===== config.mk =====
export PLATFORM = sky130hd
export DESIGN_NAME = spi_port
export DESIGN_NICKNAME = d
export VERILOG_FILES = /design/src/include/spi_port_pkg.sv /design/src/hdl/pin_sync.sv /design/src/hdl/sck_divider.sv /design/src/hdl/spi_port.sv
export SDC_FILE = /design/constraint.sdc
export NUM_CORES = 1
export LEC_CHECK = 0
export ABC_CLOCK_PERIOD_IN_PS = 7400
export BUFFER_PORTS_ARGS = -buffer_cell sky130_fd_sc_hd__buf_2
export CORE_UTILIZATION = 60
export CTS_CLUSTER_SIZE = 16
export DETAILED_ROUTE_END_ITERATION = 10
export PLACE_DENSITY = 0.81
export RECOVER_POWER = 100
export SLEW_MARGIN = 5
export SYNTH_ARGS = -nofsm -noshare
export SYNTH_HDL_FRONTEND = slang
export SYNTH_SLANG_ARGS = --single-unit
export TNS_END_PERCENT = 100

===== constraint.sdc =====
create_clock -name ref_clk -period 7.4 [get_ports ref_clk]
set_input_delay 0.37 -clock ref_clk [delete_from_list [all_inputs] [get_ports ref_clk]]
set_output_delay 0.37 -clock ref_clk [all_outputs]
set_load 0.02 [all_outputs]

===== src/include/spi_port_pkg.sv =====
// constants, types and helpers shared by the byte-wide serial port
// assumes a single ref_clk domain; register offsets are word indices
package spi_port_pkg;

  // register bus
  localparam int ADDR_W = 2;
  localparam logic [ADDR_W-1:0] ADDR_CTRL = 2'h0;
  localparam logic [ADDR_W-1:0] ADDR_STAT = 2'h1;
  localparam logic [ADDR_W-1:0] ADDR_DATA = 2'h2;

  // control register fields
  localparam int CTRL_IE = 7;
  localparam int CTRL_EN = 6;
  localparam int CTRL_ORDER = 5;
  localparam int CTRL_MSTR = 4;
  localparam int CTRL_CLOCK_POLARITY = 3;
  localparam int CTRL_CLOCK_PHASE = 2;
  localparam int CTRL_RATE_HI = 1;
  localparam int CTRL_RATE_LO = 0;

  // status register fields
  localparam int STAT_SPIF = 7;
  localparam int STAT_COLL = 6;
  localparam int STAT_DBL = 0;

  // values after reset
  localparam logic [7:0] CTRL_RST = 8'h00;
  localparam logic [7:0] DATA_RST = 8'h00;

  // half-edge index of the last sck edge of a byte (16 edges)
  localparam logic [3:0] EDGE_LAST = 4'hF;

  // ref_clk cycles per sck half period, index {double, rate_hi, rate_lo}
  localparam int HALF_W = 7;

  typedef enum logic {ST_IDLE, ST_RUN} xfer_state_t;

  function automatic logic [HALF_W-1:0] half_period(input logic [2:0] sel);
    logic [HALF_W-1:0] h;
    h = 7'h01;
    unique case (sel)
      3'h0: h = 7'h02;
      3'h1: h = 7'h08;
      3'h2: h = 7'h20;
      3'h3: h = 7'h40;
      3'h4: h = 7'h01;
      3'h5: h = 7'h04;
      3'h6: h = 7'h10;
      3'h7: h = 7'h20;
    endcase
    return h;
  endfunction : half_period

  // bit that leaves the shift register first
  function automatic logic out_bit(input logic [7:0] sh, input logic lsb);
    return lsb ? sh[0] : sh[7];
  endfunction : out_bit

  // shift one received bit in, opposite end to the one leaving
  function automatic logic [7:0] shift_in(input logic [7:0] sh,
                                          input logic lsb,
                                          input logic b);
    return lsb ? {b, sh[7:1]} : {sh[6:0], b};
  endfunction : shift_in

endpackage : spi_port_pkg


===== src/hdl/pin_sync.sv =====
// two-stage synchroniser for the four serial pins
// assumes pins are asynchronous to ref_clk
`timescale 1ns/100ps
`default_nettype none
module pin_sync (
  input wire logic ref_clk,
  input wire logic sys_rst,
  input wire logic clk_en,
  input wire logic [3:0] pins_in,
  output logic [3:0] pins_sync
);
  typedef struct packed {
    logic [3:0] s1;
    logic [3:0] s2;
  } sync_t;

  sync_t st_q;
  sync_t st_d;

  always_comb begin
    st_d.s1 = pins_in;
    st_d.s2 = st_q.s1;
  end

  always_ff @(posedge ref_clk) begin
    if (sys_rst) begin
      st_q <= '0;
    end else if (clk_en) begin
      st_q <= st_d;
    end
  end

  assign pins_sync = st_q.s2;
endmodule : pin_sync
`default_nettype wire


===== src/hdl/sck_divider.sv =====
// master sck half-period tick generator
// assumes run is held for a whole byte; counter restarts when run drops
`timescale 1ns/100ps
`default_nettype none
module sck_divider (
  input wire logic ref_clk,
  input wire logic sys_rst,
  input wire logic clk_en,
  input wire logic run,
  input wire logic [2:0] rate_sel,
  output logic tick
);
  import spi_port_pkg::*;

  typedef struct packed {
    logic [HALF_W-1:0] cnt;
  } div_t;

  div_t st_q;
  div_t st_d;
  logic [HALF_W-1:0] half;

  always_comb begin
    half = half_period(rate_sel);
    tick = run && (st_q.cnt == half - 7'h01);
    st_d = st_q;
    if (!run || tick) begin
      st_d.cnt = '0;
    end else begin
      st_d.cnt = st_q.cnt + 7'h01;
    end
  end

  always_ff @(posedge ref_clk) begin
    if (sys_rst) begin
      st_q <= '0;
    end else if (clk_en) begin
      st_q <= st_d;
    end
  end
endmodule : sck_divider
`default_nettype wire


===== src/hdl/spi_port.sv =====
// byte-wide serial port, master or slave, with control, status, data regs
// assumes register strobes come from ref_clk logic; pins are asynchronous
//
// Behaviour
// polarity 0: rising edge leads; polarity 1: falling edge leads
// phase 0 samples on leading edge; phase 1 samples on trailing edge
// each bit is driven on one sck edge and captured on the other
// polarity and phase together give transfer modes 0 to 3
// master divides ref_clk by 4, 16, 64 or 128 per rate bits
// double speed halves the divisors: 2, 8, 32, 64
// rate bits are ignored in slave mode; sck comes from outside
// external master keeps sck at or below a quarter of ref_clk
// transfer-complete flag, status bit 7, sets when a byte finishes
// interrupt while flag, interrupt enable and global enable all set
// master with select as input sets the flag when select goes low
// interrupt vector acknowledge clears the transfer-complete flag
// status read seeing the flag, then data access, clears it
// collision flag, status bit 6, sets on data write mid-transfer
// status read seeing collision, then data access, clears both flags
// status bits 5 to 1 read as zero
// data write loads the shift register and starts transmission
// data read returns the receive buffer, not the shift register
// sck idles high with polarity 1, low with polarity 0
// data order bit one shifts lsb first, else msb first
// select low in master mode clears master bit, falls to slave
// nothing happens on the serial side unless the port is enabled
// each transfer exchanges exactly eight bits, one per sck cycle
//
// Design decisions made here: strobed register access and the register offsets.
`timescale 1ns/100ps
`default_nettype none
module spi_port (
  input wire logic ref_clk,
  input wire logic sys_rst,
  input wire logic clk_en,
  // register port
  input wire logic [spi_port_pkg::ADDR_W-1:0] reg_addr,
  input wire logic [7:0] reg_wdata,
  input wire logic reg_wr,
  input wire logic reg_rd,
  output logic [7:0] reg_rdata,
  // interrupt side
  input wire logic global_int_en,
  input wire logic irq_ack,
  output logic irq,
  // select pin direction as configured by the port logic
  input wire logic ss_dir_input,
  // serial pins
  input wire logic sck_in,
  output logic sck_out,
  output logic sck_oe,
  input wire logic mosi_in,
  output logic mosi_out,
  output logic mosi_oe,
  input wire logic miso_in,
  output logic miso_out,
  output logic miso_oe,
  input wire logic ss_n_in
);
  import spi_port_pkg::*;

  typedef struct packed {
    logic [7:0] ctrl;
    logic dbl;
    logic spif;
    logic coll;
    logic arm_spif;
    logic arm_coll;
    logic [7:0] shreg;
    logic [7:0] rx_sh;
    logic [7:0] rx_buf;
    logic [1:0] samp_p;
    logic [1:0] fin_p;
    logic tx_bit;
    logic sck_lvl;
    logic [3:0] edge_cnt;
    xfer_state_t xfer;
    logic sck_prev;
    logic [7:0] rdata;
  } port_t;

  port_t st_q;
  port_t st_d;

  // synchronised pins
  logic [3:0] pins_sync;
  logic sck_s;
  logic mosi_s;
  logic miso_s;
  logic ss_n_s;

  pin_sync u_sync (
    .ref_clk(ref_clk),
    .sys_rst(sys_rst),
    .clk_en(clk_en),
    .pins_in({ss_n_in, miso_in, mosi_in, sck_in}),
    .pins_sync(pins_sync)
  );

  assign sck_s = pins_sync[0];
  assign mosi_s = pins_sync[1];
  assign miso_s = pins_sync[2];
  assign ss_n_s = pins_sync[3];

  // control decode
  logic en;
  logic master;
  logic clock_polarity;
  logic clock_phase;
  logic lsb_first;
  logic running;
  logic [2:0] rate_sel;
  logic tick;

  assign en = st_q.ctrl[CTRL_EN];
  assign master = st_q.ctrl[CTRL_MSTR];
  assign clock_polarity = st_q.ctrl[CTRL_CLOCK_POLARITY];
  assign clock_phase = st_q.ctrl[CTRL_CLOCK_PHASE];
  assign lsb_first = st_q.ctrl[CTRL_ORDER];
  assign running = (st_q.xfer == ST_RUN);
  assign rate_sel = {st_q.dbl, st_q.ctrl[CTRL_RATE_HI],
                     st_q.ctrl[CTRL_RATE_LO]};

  // divider only runs for a master transfer, so slave ignores rate bits
  sck_divider u_div (
    .ref_clk(ref_clk),
    .sys_rst(sys_rst),
    .clk_en(clk_en),
    .run(running && master && en),
    .rate_sel(rate_sel),
    .tick(tick)
  );

  // bus decode
  logic wr_ctrl;
  logic wr_stat;
  logic wr_data;
  logic rd_stat;
  logic rd_data;
  logic data_access;

  assign wr_ctrl = reg_wr && (reg_addr == ADDR_CTRL);
  assign wr_stat = reg_wr && (reg_addr == ADDR_STAT);
  assign wr_data = reg_wr && (reg_addr == ADDR_DATA);
  assign rd_stat = reg_rd && (reg_addr == ADDR_STAT);
  assign rd_data = reg_rd && (reg_addr == ADDR_DATA);
  assign data_access = wr_data || rd_data;

  // serial events
  logic ss_low;
  logic mode_fault;
  logic slave_sel;
  logic sck_edge;
  logic edge_ev;
  logic sample_ev;
  logic setup_ev;
  logic in_bit;
  logic [7:0] shifted;
  logic done;
  logic collide;
  logic m_samp;
  logic rx_in;
  logic [7:0] rx_next;
  logic fin_ev;

  assign ss_low = !ss_n_s;
  assign mode_fault = en && master && ss_dir_input && ss_low;
  assign slave_sel = en && !master && ss_low;
  assign sck_edge = sck_s ^ st_q.sck_prev;
  // every sck edge is a half-edge; even index is the leading one
  assign edge_ev = (master && running && tick)
                 || (slave_sel && sck_edge);
  // phase 0 samples on even (leading), phase 1 on odd (trailing)
  assign sample_ev = edge_ev && (st_q.edge_cnt[0] == clock_phase);
  assign setup_ev = edge_ev && (st_q.edge_cnt[0] != clock_phase);
  assign in_bit = master ? miso_s : mosi_s;
  assign shifted = shift_in(st_q.shreg, lsb_first, in_bit);
  assign collide = wr_data && running;
  assign done = edge_ev && (st_q.edge_cnt == EDGE_LAST);

  // the master's miso needs two cycles to cross the synchroniser, so its
  // sample point is replayed two cycles later against the synced level
  assign m_samp = master && sample_ev;
  assign rx_in = master ? miso_s : mosi_s;
  assign rx_next = shift_in(st_q.rx_sh, lsb_first, rx_in);
  // master byte ends once the last delayed sample has landed
  assign fin_ev = st_q.fin_p[1] && master;

  always_comb begin
    st_d = st_q;
    st_d.rdata = '0;
    st_d.sck_prev = sck_s;
    st_d.samp_p = {st_q.samp_p[0], m_samp};
    st_d.fin_p = {st_q.fin_p[0], master && done};

    // delayed master capture
    if (st_q.samp_p[1]) begin
      st_d.rx_sh = rx_next;
    end

    // control and status writes
    if (wr_ctrl) begin
      st_d.ctrl = reg_wdata;
    end
    if (wr_stat) begin
      st_d.dbl = reg_wdata[STAT_DBL];
    end

    // an idle slave keeps its first outgoing bit on the line
    if (!running && !master) begin
      st_d.tx_bit = out_bit(st_q.shreg, lsb_first);
    end

    // data write: load and, as master, start
    if (wr_data && !running) begin
      st_d.shreg = reg_wdata;
      st_d.tx_bit = out_bit(reg_wdata, lsb_first);
      if (en && master) begin
        st_d.xfer = ST_RUN;
        st_d.edge_cnt = '0;
        st_d.sck_lvl = 1'b0;
      end
    end

    // one sck half-edge
    if (edge_ev) begin
      st_d.xfer = ST_RUN;
      st_d.sck_lvl = !st_q.sck_lvl;
      st_d.edge_cnt = 4'(st_q.edge_cnt + 4'h1);
      if (sample_ev) begin
        st_d.shreg = shifted;
      end
      if (sample_ev && !master) begin
        st_d.rx_sh = rx_next;
      end
      if (setup_ev) begin
        st_d.tx_bit = out_bit(st_q.shreg, lsb_first);
      end
      if (done) begin
        st_d.xfer = ST_IDLE;
        st_d.edge_cnt = '0;
        st_d.sck_lvl = 1'b0;
        if (!master) begin
          st_d.rx_buf = sample_ev ? rx_next : st_q.rx_sh;
        end
      end
    end
    if (fin_ev) begin
      st_d.rx_buf = st_q.samp_p[1] ? rx_next : st_q.rx_sh;
    end

    // slave deselect drops a partial byte and resyncs the bit count
    if (!master && !ss_low && running) begin
      st_d.xfer = ST_IDLE;
      st_d.edge_cnt = '0;
      st_d.sck_lvl = 1'b0;
    end

    // disabled port stops everything
    if (!en) begin
      st_d.xfer = ST_IDLE;
      st_d.edge_cnt = '0;
      st_d.sck_lvl = 1'b0;
      st_d.samp_p = '0;
      st_d.fin_p = '0;
    end

    // another master pulled select low: back off to slave
    if (mode_fault) begin
      st_d.ctrl[CTRL_MSTR] = 1'b0;
      st_d.xfer = ST_IDLE;
      st_d.edge_cnt = '0;
      st_d.sck_lvl = 1'b0;
      st_d.samp_p = '0;
      st_d.fin_p = '0;
    end

    // flag clearing sequences
    if (rd_stat) begin
      st_d.arm_spif = st_q.spif;
      st_d.arm_coll = st_q.coll;
    end
    if (data_access) begin
      if (st_q.arm_spif) begin
        st_d.spif = 1'b0;
      end
      if (st_q.arm_coll) begin
        st_d.spif = 1'b0;
        st_d.coll = 1'b0;
      end
      st_d.arm_spif = 1'b0;
      st_d.arm_coll = 1'b0;
    end
    if (irq_ack) begin
      st_d.spif = 1'b0;
    end

    // a new event outranks a clear in the same cycle
    if ((done && !master) || fin_ev || mode_fault) begin
      st_d.spif = 1'b1;
    end
    if (collide) begin
      st_d.coll = 1'b1;
    end

    // read data stand in the cycle after the strobe
    if (reg_rd) begin
      unique case (reg_addr)
        ADDR_CTRL: st_d.rdata = st_q.ctrl;
        ADDR_STAT: st_d.rdata = {st_q.spif, st_q.coll, 5'h00,
                                 st_q.dbl};
        ADDR_DATA: st_d.rdata = st_q.rx_buf;
        default: st_d.rdata = 8'h00;
      endcase
    end
  end

  always_ff @(posedge ref_clk) begin
    if (sys_rst) begin
      st_q.ctrl <= CTRL_RST;
      st_q.dbl <= 1'b0;
      st_q.spif <= 1'b0;
      st_q.coll <= 1'b0;
      st_q.arm_spif <= 1'b0;
      st_q.arm_coll <= 1'b0;
      st_q.shreg <= DATA_RST;
      st_q.rx_sh <= DATA_RST;
      st_q.rx_buf <= DATA_RST;
      st_q.samp_p <= 2'h0;
      st_q.fin_p <= 2'h0;
      st_q.tx_bit <= 1'b0;
      st_q.sck_lvl <= 1'b0;
      st_q.edge_cnt <= '0;
      st_q.xfer <= ST_IDLE;
      st_q.sck_prev <= 1'b0;
      st_q.rdata <= 8'h00;
    end else if (clk_en) begin
      st_q <= st_d;
    end
  end

  // outputs
  assign reg_rdata = st_q.rdata;
  assign irq = st_q.ctrl[CTRL_IE] && st_q.spif && global_int_en;
  assign sck_out = clock_polarity ^ st_q.sck_lvl;
  assign sck_oe = en && master;
  assign mosi_out = st_q.tx_bit;
  assign mosi_oe = en && master;
  assign miso_out = st_q.tx_bit;
  assign miso_oe = slave_sel;

endmodule : spi_port
`default_nettype wire


# Word level (Yosys, flattened, before mapping)
# Memories as Yosys holds them, arrays and structs flattened.
# Index checks and enable logic that the tools add are counted.
# word_totals
register_bits,72
romBits,56
input_bits,22
out_inout_bits,15
elab_cells,130
memories,1
# op_classes
add_sub_neg,3
eq_ne,9
muxes,37
n_bitwise,2
n_reduce_logical,57
# mem_list
name,words,width,rd,rd_clocked_by_memory_dff,wr,line_no,source
(name not given),8,7,1,0,0,spi_port_pkg.sv:41,unique case (sel)
# ops
operator,count
two-way mux 8 bit,11
logical AND 1 bit,30
two-way mux 6 bit,5
two-way mux 24 bit,1
one-hot mux 8 bit (3 select lines),1
two-way mux 7 bit,3
two-way mux 4 bit,3
nonzero test 2 bit,6
two-way mux 1 bit,10
AND reduction 3 bit,3
AND reduction 2 bit,4
"adder 7 x 1 -> 7 bit, second input constant",1
equality test 7 bit,1
"subtractor 7 x 1 -> 7 bit, second input constant",1
logical NOT 1 bit,5
logical OR 1 bit,5
two-way mux 5 bit,1
"inequality test 5 x 1 -> 1 bit, second input constant",1
"inequality test 5 x 2 -> 1 bit, second input constant",1
"adder 4 x 1 -> 4 bit, second input constant",1
"equality test 4 bit, second input constant",1
two-way mux 2 bit,2
AND reduction 4 bit,1
nonzero test 4 bit,1
other kinds (8),9

# Longest topological paths before layout
# An unclocked memory read counts as a cell.
# depth
ltp_word,12
ltp_mapped,8
depth_no_buf,6

# Modules after synthesis
# From an unflattened synthesis, not the netlist that was laid out.
# hier_totals
cells_unflattened,496
hier_area_um2,4262.8
# by_module_without_submodules
module,n_inst,cells_each,area_each_um2,seq_area_each_um2
spi_port,1,390,3311.9,1141.1
sck_divider,1,80,665.6,140.1
pin_sync,1,26,285.3,160.2

# Least setup slack after synthesis
# Ideal clock, no wire load.
# synth_path
path_type,register to register
startpoint,register u_div.st_q[4] (netlist bit)
endpoint,register st_q[36] (netlist bit)
setup_time_ns,0.134
arrival_ns,2.194
required_ns,7.266
slack_ns,5.071
path_stages_with_launch,8
n_path_buf,1
period_less_slack_ns,2.329
cell_sequence,dfxtp_1 inv_2 a221oi_2 or3b_4 or4b_1 buf_4 a211oi_4 a21oi_1
# synth_between
elab_chain_cells,7
# synth_rtl
item,line_no,source
"start, declared",sck_divider.sv:19,div_t st_q;
"start signal, assigned",sck_divider.sv:38,st_q <= st_d;
equality test 7 bit (*),sck_divider.sv:25,tick = run && (st_q.cnt == half - 7'h01);
logical AND 1 bit (*),sck_divider.sv:25,
logical AND 1 bit (*),spi_port.sv:171,assign edge_ev = (master && running && tick)
logical OR 1 bit (*),spi_port.sv:172,|| (slave_sel && sck_edge);
logical AND 1 bit,spi_port.sv:174,assign sample_ev = edge_ev && (st_q.edge_cnt[0] == clock_phase);
two-way mux 8 bit,spi_port.sv:230,if (sample_ev) begin
two-way mux 24 bit (*),spi_port.sv:226,if (edge_ev) begin
"end signal, assigned",spi_port.sv:338,st_q <= st_d;
"end, declared",spi_port.sv:82,port_t st_q;
# Mark *: on every way between the ends. The rest lies on a longest branch, timed or not. The select of a mux whose other input is x is not followed.
# A chain may end at the register's enable or synchronous reset.

# Worst setup path in the final report
# layout_path
startpoint,input clk_en
endpoint,"register st_q, in the netlist master"
# layout_between
elab_chain_cells,1
# layout_rtl
item,line_no,source
"start, declared",spi_port.sv:35,"input wire logic clk_en,"
AND reduction 2 bit (no line),-,
# No other way between the ends.

==> flow_summary.yaml <==
floorplan:
  ios: 37
  die_w_um: 79.8
  die-area_um2: 6380
  core_um2: 5680
  placement_rows: 27
  die_y_um: 79.8
  start_util_pct: 64.1
yosys:
  synth_cells: 414
  synth_top_area_cell: "dfxtp_1"
  async_flop_share_pct: 0
  synth_area_leaders: "dfxtp_1 (40%), mux2i_1 (9.9%), nor2_1 (6.1%)"
  ys_types: 55
  ys.flop_type: "dfxtp_1"
  synth-edff-count: 0
  ys_warn_count: 0
  synth_seq_cells: 72
  synth_nets: 438
  synth_area_per_cell_um2: 8.78
  syn_area_um2: 3640
  ys_seq_area_share_pct: 39.6
  synth_top_area_share_pct: 39.6
drt:
  vias: 3123
  drc_errors: 0
  dr.pass1.iters: 5
  antenna_left: 0
  wl_um: 8290
  wl_per_cell_um: 16.3
  drt_iter0_drc: 209
  viasPerCell: 6.15
global_route:
  track_usage_pct: 28.2
  grt_pass1_vias: 2916
  grt_max_degree: 50
  grt_first_pass_wirelength_um: 13700
  antenna_found_initial: 0
  overflow: 0
placed_design:
  hpwl_um: 5760
  pre_cts_slack_ps: 4680
  dpl.cell_count: 492
  io_buffers: 36
  place.gp.congestion: 0.923
timing:
  slew_violations: 36
  finalSetupViolCount: 0
  rsz0062_at_grt: "false"
  finalCritPeriodShare_pct: 49.4
  worstMarginPinSlew_ps: 1690
  clock_skew_ps: 4.93
  hold_viol: 0
  setup_ws_ps: 3740
  setup_tns_ps: 0
  relSlewSlack_pct: -12.9
  period_needed_ps: 3660
  finalHoldWorstSlack_ps: 256
  clock.fmax_ghz: 0.273
clocking:
  clkTransAtPathRegs_ps: 70
  ctsHoldBuffers: 0
  clockBufferDepth: 2
  cts-root-buf: "clkbuf_8"
  h-tree-depth: 3
  cts.sinks: 72
  post_cts_resized: 0
  insertion_delay_ps: 350
  cts_buffers: 9
  cts_setup_buffers: 0
  cts_tree: "yes"
power:
  power_mw: 0.816
  power.density_nw_per_um2: 207
  pwr-share-comb_pct: 6.0
  power.net_switching_mw: 0.182
  leakage_nw: 1.39
  p_sw_share_pct: 22.4
  internal_power_mw: 0.634
  p_seq_share_pct: 48.9
  clock_power_share_pct: 45.1
  irDropWorstVdd_mv: 0.135
worst_hold_path:
  hold_depth: 3
  min_path_type: "input pin to register"
run:
  max-cap-violations: 1
critical_path:
  critical_path_class: "input pin to register"
  critPathRequiredTime_ps: 7620
  cpMaxStageDelayCell: "clkbuf_1"
  crit_path_max_incr_delay_ps: 1200
  cp_num_cells: 7
  crit_path_start_kind: "input pin"
  end_kind: "register"
  cp.arrival_ps: 3880
  path_buf_inv: 3
  cp_cell_sequence: "clkbuf_1 > inv_1 > nor4b_1 > clkbuf_1 > o21ai_0 > a32oi_1 > nor2_1"
  cp_common_cell: "clkbuf_1"
  cp_max_fo: 35
  path_delay_family: "buffers and inverters"
  r2r_cells: 6
layout:
  areaGrowthSynthToFinish_pct: 8.40
  final_common_cell: "dfxtp_1"
  fin_cells: 508
  layout.cells.most_common_list: "dfxtp_1 (72), nor2_1 (59), mux2i_1 (36)"
  nFillCells: 484
  nets: 455
  drive_gt1_share_pct: 10.8
  n_antenna_cell: 0
run_status:
  status: "finished with violations"
  violations: "max-capacitance violations, max-slew violations"
flip-flops by register name, summed over array words and instances, names as in the netlist:
register,cells
st_q,39
reg_rdata,8
lsb_first,1
miso_out,1
master,1
u_div.st_q,7
rate_sel,3
u_sync.pins_sync,4
clock_phase,1
clock_polarity,1
u_sync.st_d,4
running,1
en,1
final cells by class:
class                      count  area, µm²  area share (%)
clock buffer                  10        128            3.24
clock inverter                 6        108            2.73
inverter                       9       33.8           0.857
multi-input combinational    301       1970            49.9
sequential                    72       1440            36.6
tap                           72       90.1            2.29
timing repair buffer          38        173            4.38
path summary, 6_finish.rpt:
path | startpoint | end | slack (ps)
max | clk_en | master$_SDFFE_PP0P_ | 3740
min | miso_in | u_sync.st_d[2]$_SDFFE_PP0P_ | 260
max reg2reg | u_div.st_q[4]$_SDFFE_PP0P_ | st_q[42]$_SDFFE_PP0P_ | 4110
min reg2reg | reg_rdata[6]$_SDFFE_PP0P_ | reg_rdata[6]$_SDFFE_PP0P_ | 460
power by group through the flow:
stage               clock, mW  sequential (mW)  combinational (mW)
floorplan                   0            0.405              0.0347
global placement            0            0.407              0.0481
detailed placement          0            0.408              0.0495
CTS                     0.372            0.399              0.0498
global route            0.387            0.399              0.0545
finish                  0.368            0.399              0.0493
per-layer routing:
layer  global-route usage, %  part of all wire [%]  vias up  wire (µm)
li1                        -                     -     1543          -
met1                    35.6                    46     1458       3790
met2                    46.1                    46       98       3800
met3                    4.57                   5.6       24        463
met4                    15.2                   2.9        0        243
met5                       0                     0        -          0
worst reg2reg max path, cell delays in order (launching register included):
cell	delay, ps
dfxtp_1	410
inv_1	110
a221oi_1	250
or3b_1	490
or4b_1	720
a211oi_1	990
a21oi_1	160
per-stage QoR:
| step | area, µm² | utilization [%] |
|---|---|---|
| after global placement | 3770 | 66.4 |
| after detailed placement | 3770 | 66.4 |
| final | 3940 | 69.4 |
| after global routing | 3940 | 69.4 |
| after floorplan | 3640 | - |
| after CTS | 4000 | 70.5 |
kinds of logic (layout without fill, tap and decap cells):
family / after synthesis / in the layout / share of synthesized area (%)
AND/OR/NAND/NOR: 136 / 136 / 17.8
AO/OA/AOI/OAI: 113 / 113 / 23.0
flip-flops: 72 / 72 / 39.6
buffers and inverters: 41 / 63 / 5.37
multiplexers: 40 / 40 / 11.1
XOR/XNOR: 10 / 10 / 2.41
adder cells (fa/ha/maj): 2 / 2 / 0.688
cell usage after synthesis (3+ instances only):
library cell and n:
o21ai_0 16, xor2_1 3, a21o_1 4, nand2_1 25
dfxtp_1 72, nor2b_1 9, and2_1 6, mux2i_1 36
a21oi_1 28, o221ai_1 8, and3_1 4, mux2_2 4
a221o_1 8, o31ai_1 3, buf_4 11, o21a_1 4
a32o_1 3, a211oi_1 13, xnor2_1 7, or4_1 3
a22oi_1 8, nand4_1 4, clkbuf_1 17, nand3_1 14
buf_1 4, inv_1 8, nor2_1 59
Note: power is estimated with default switching activity, not from simulation.
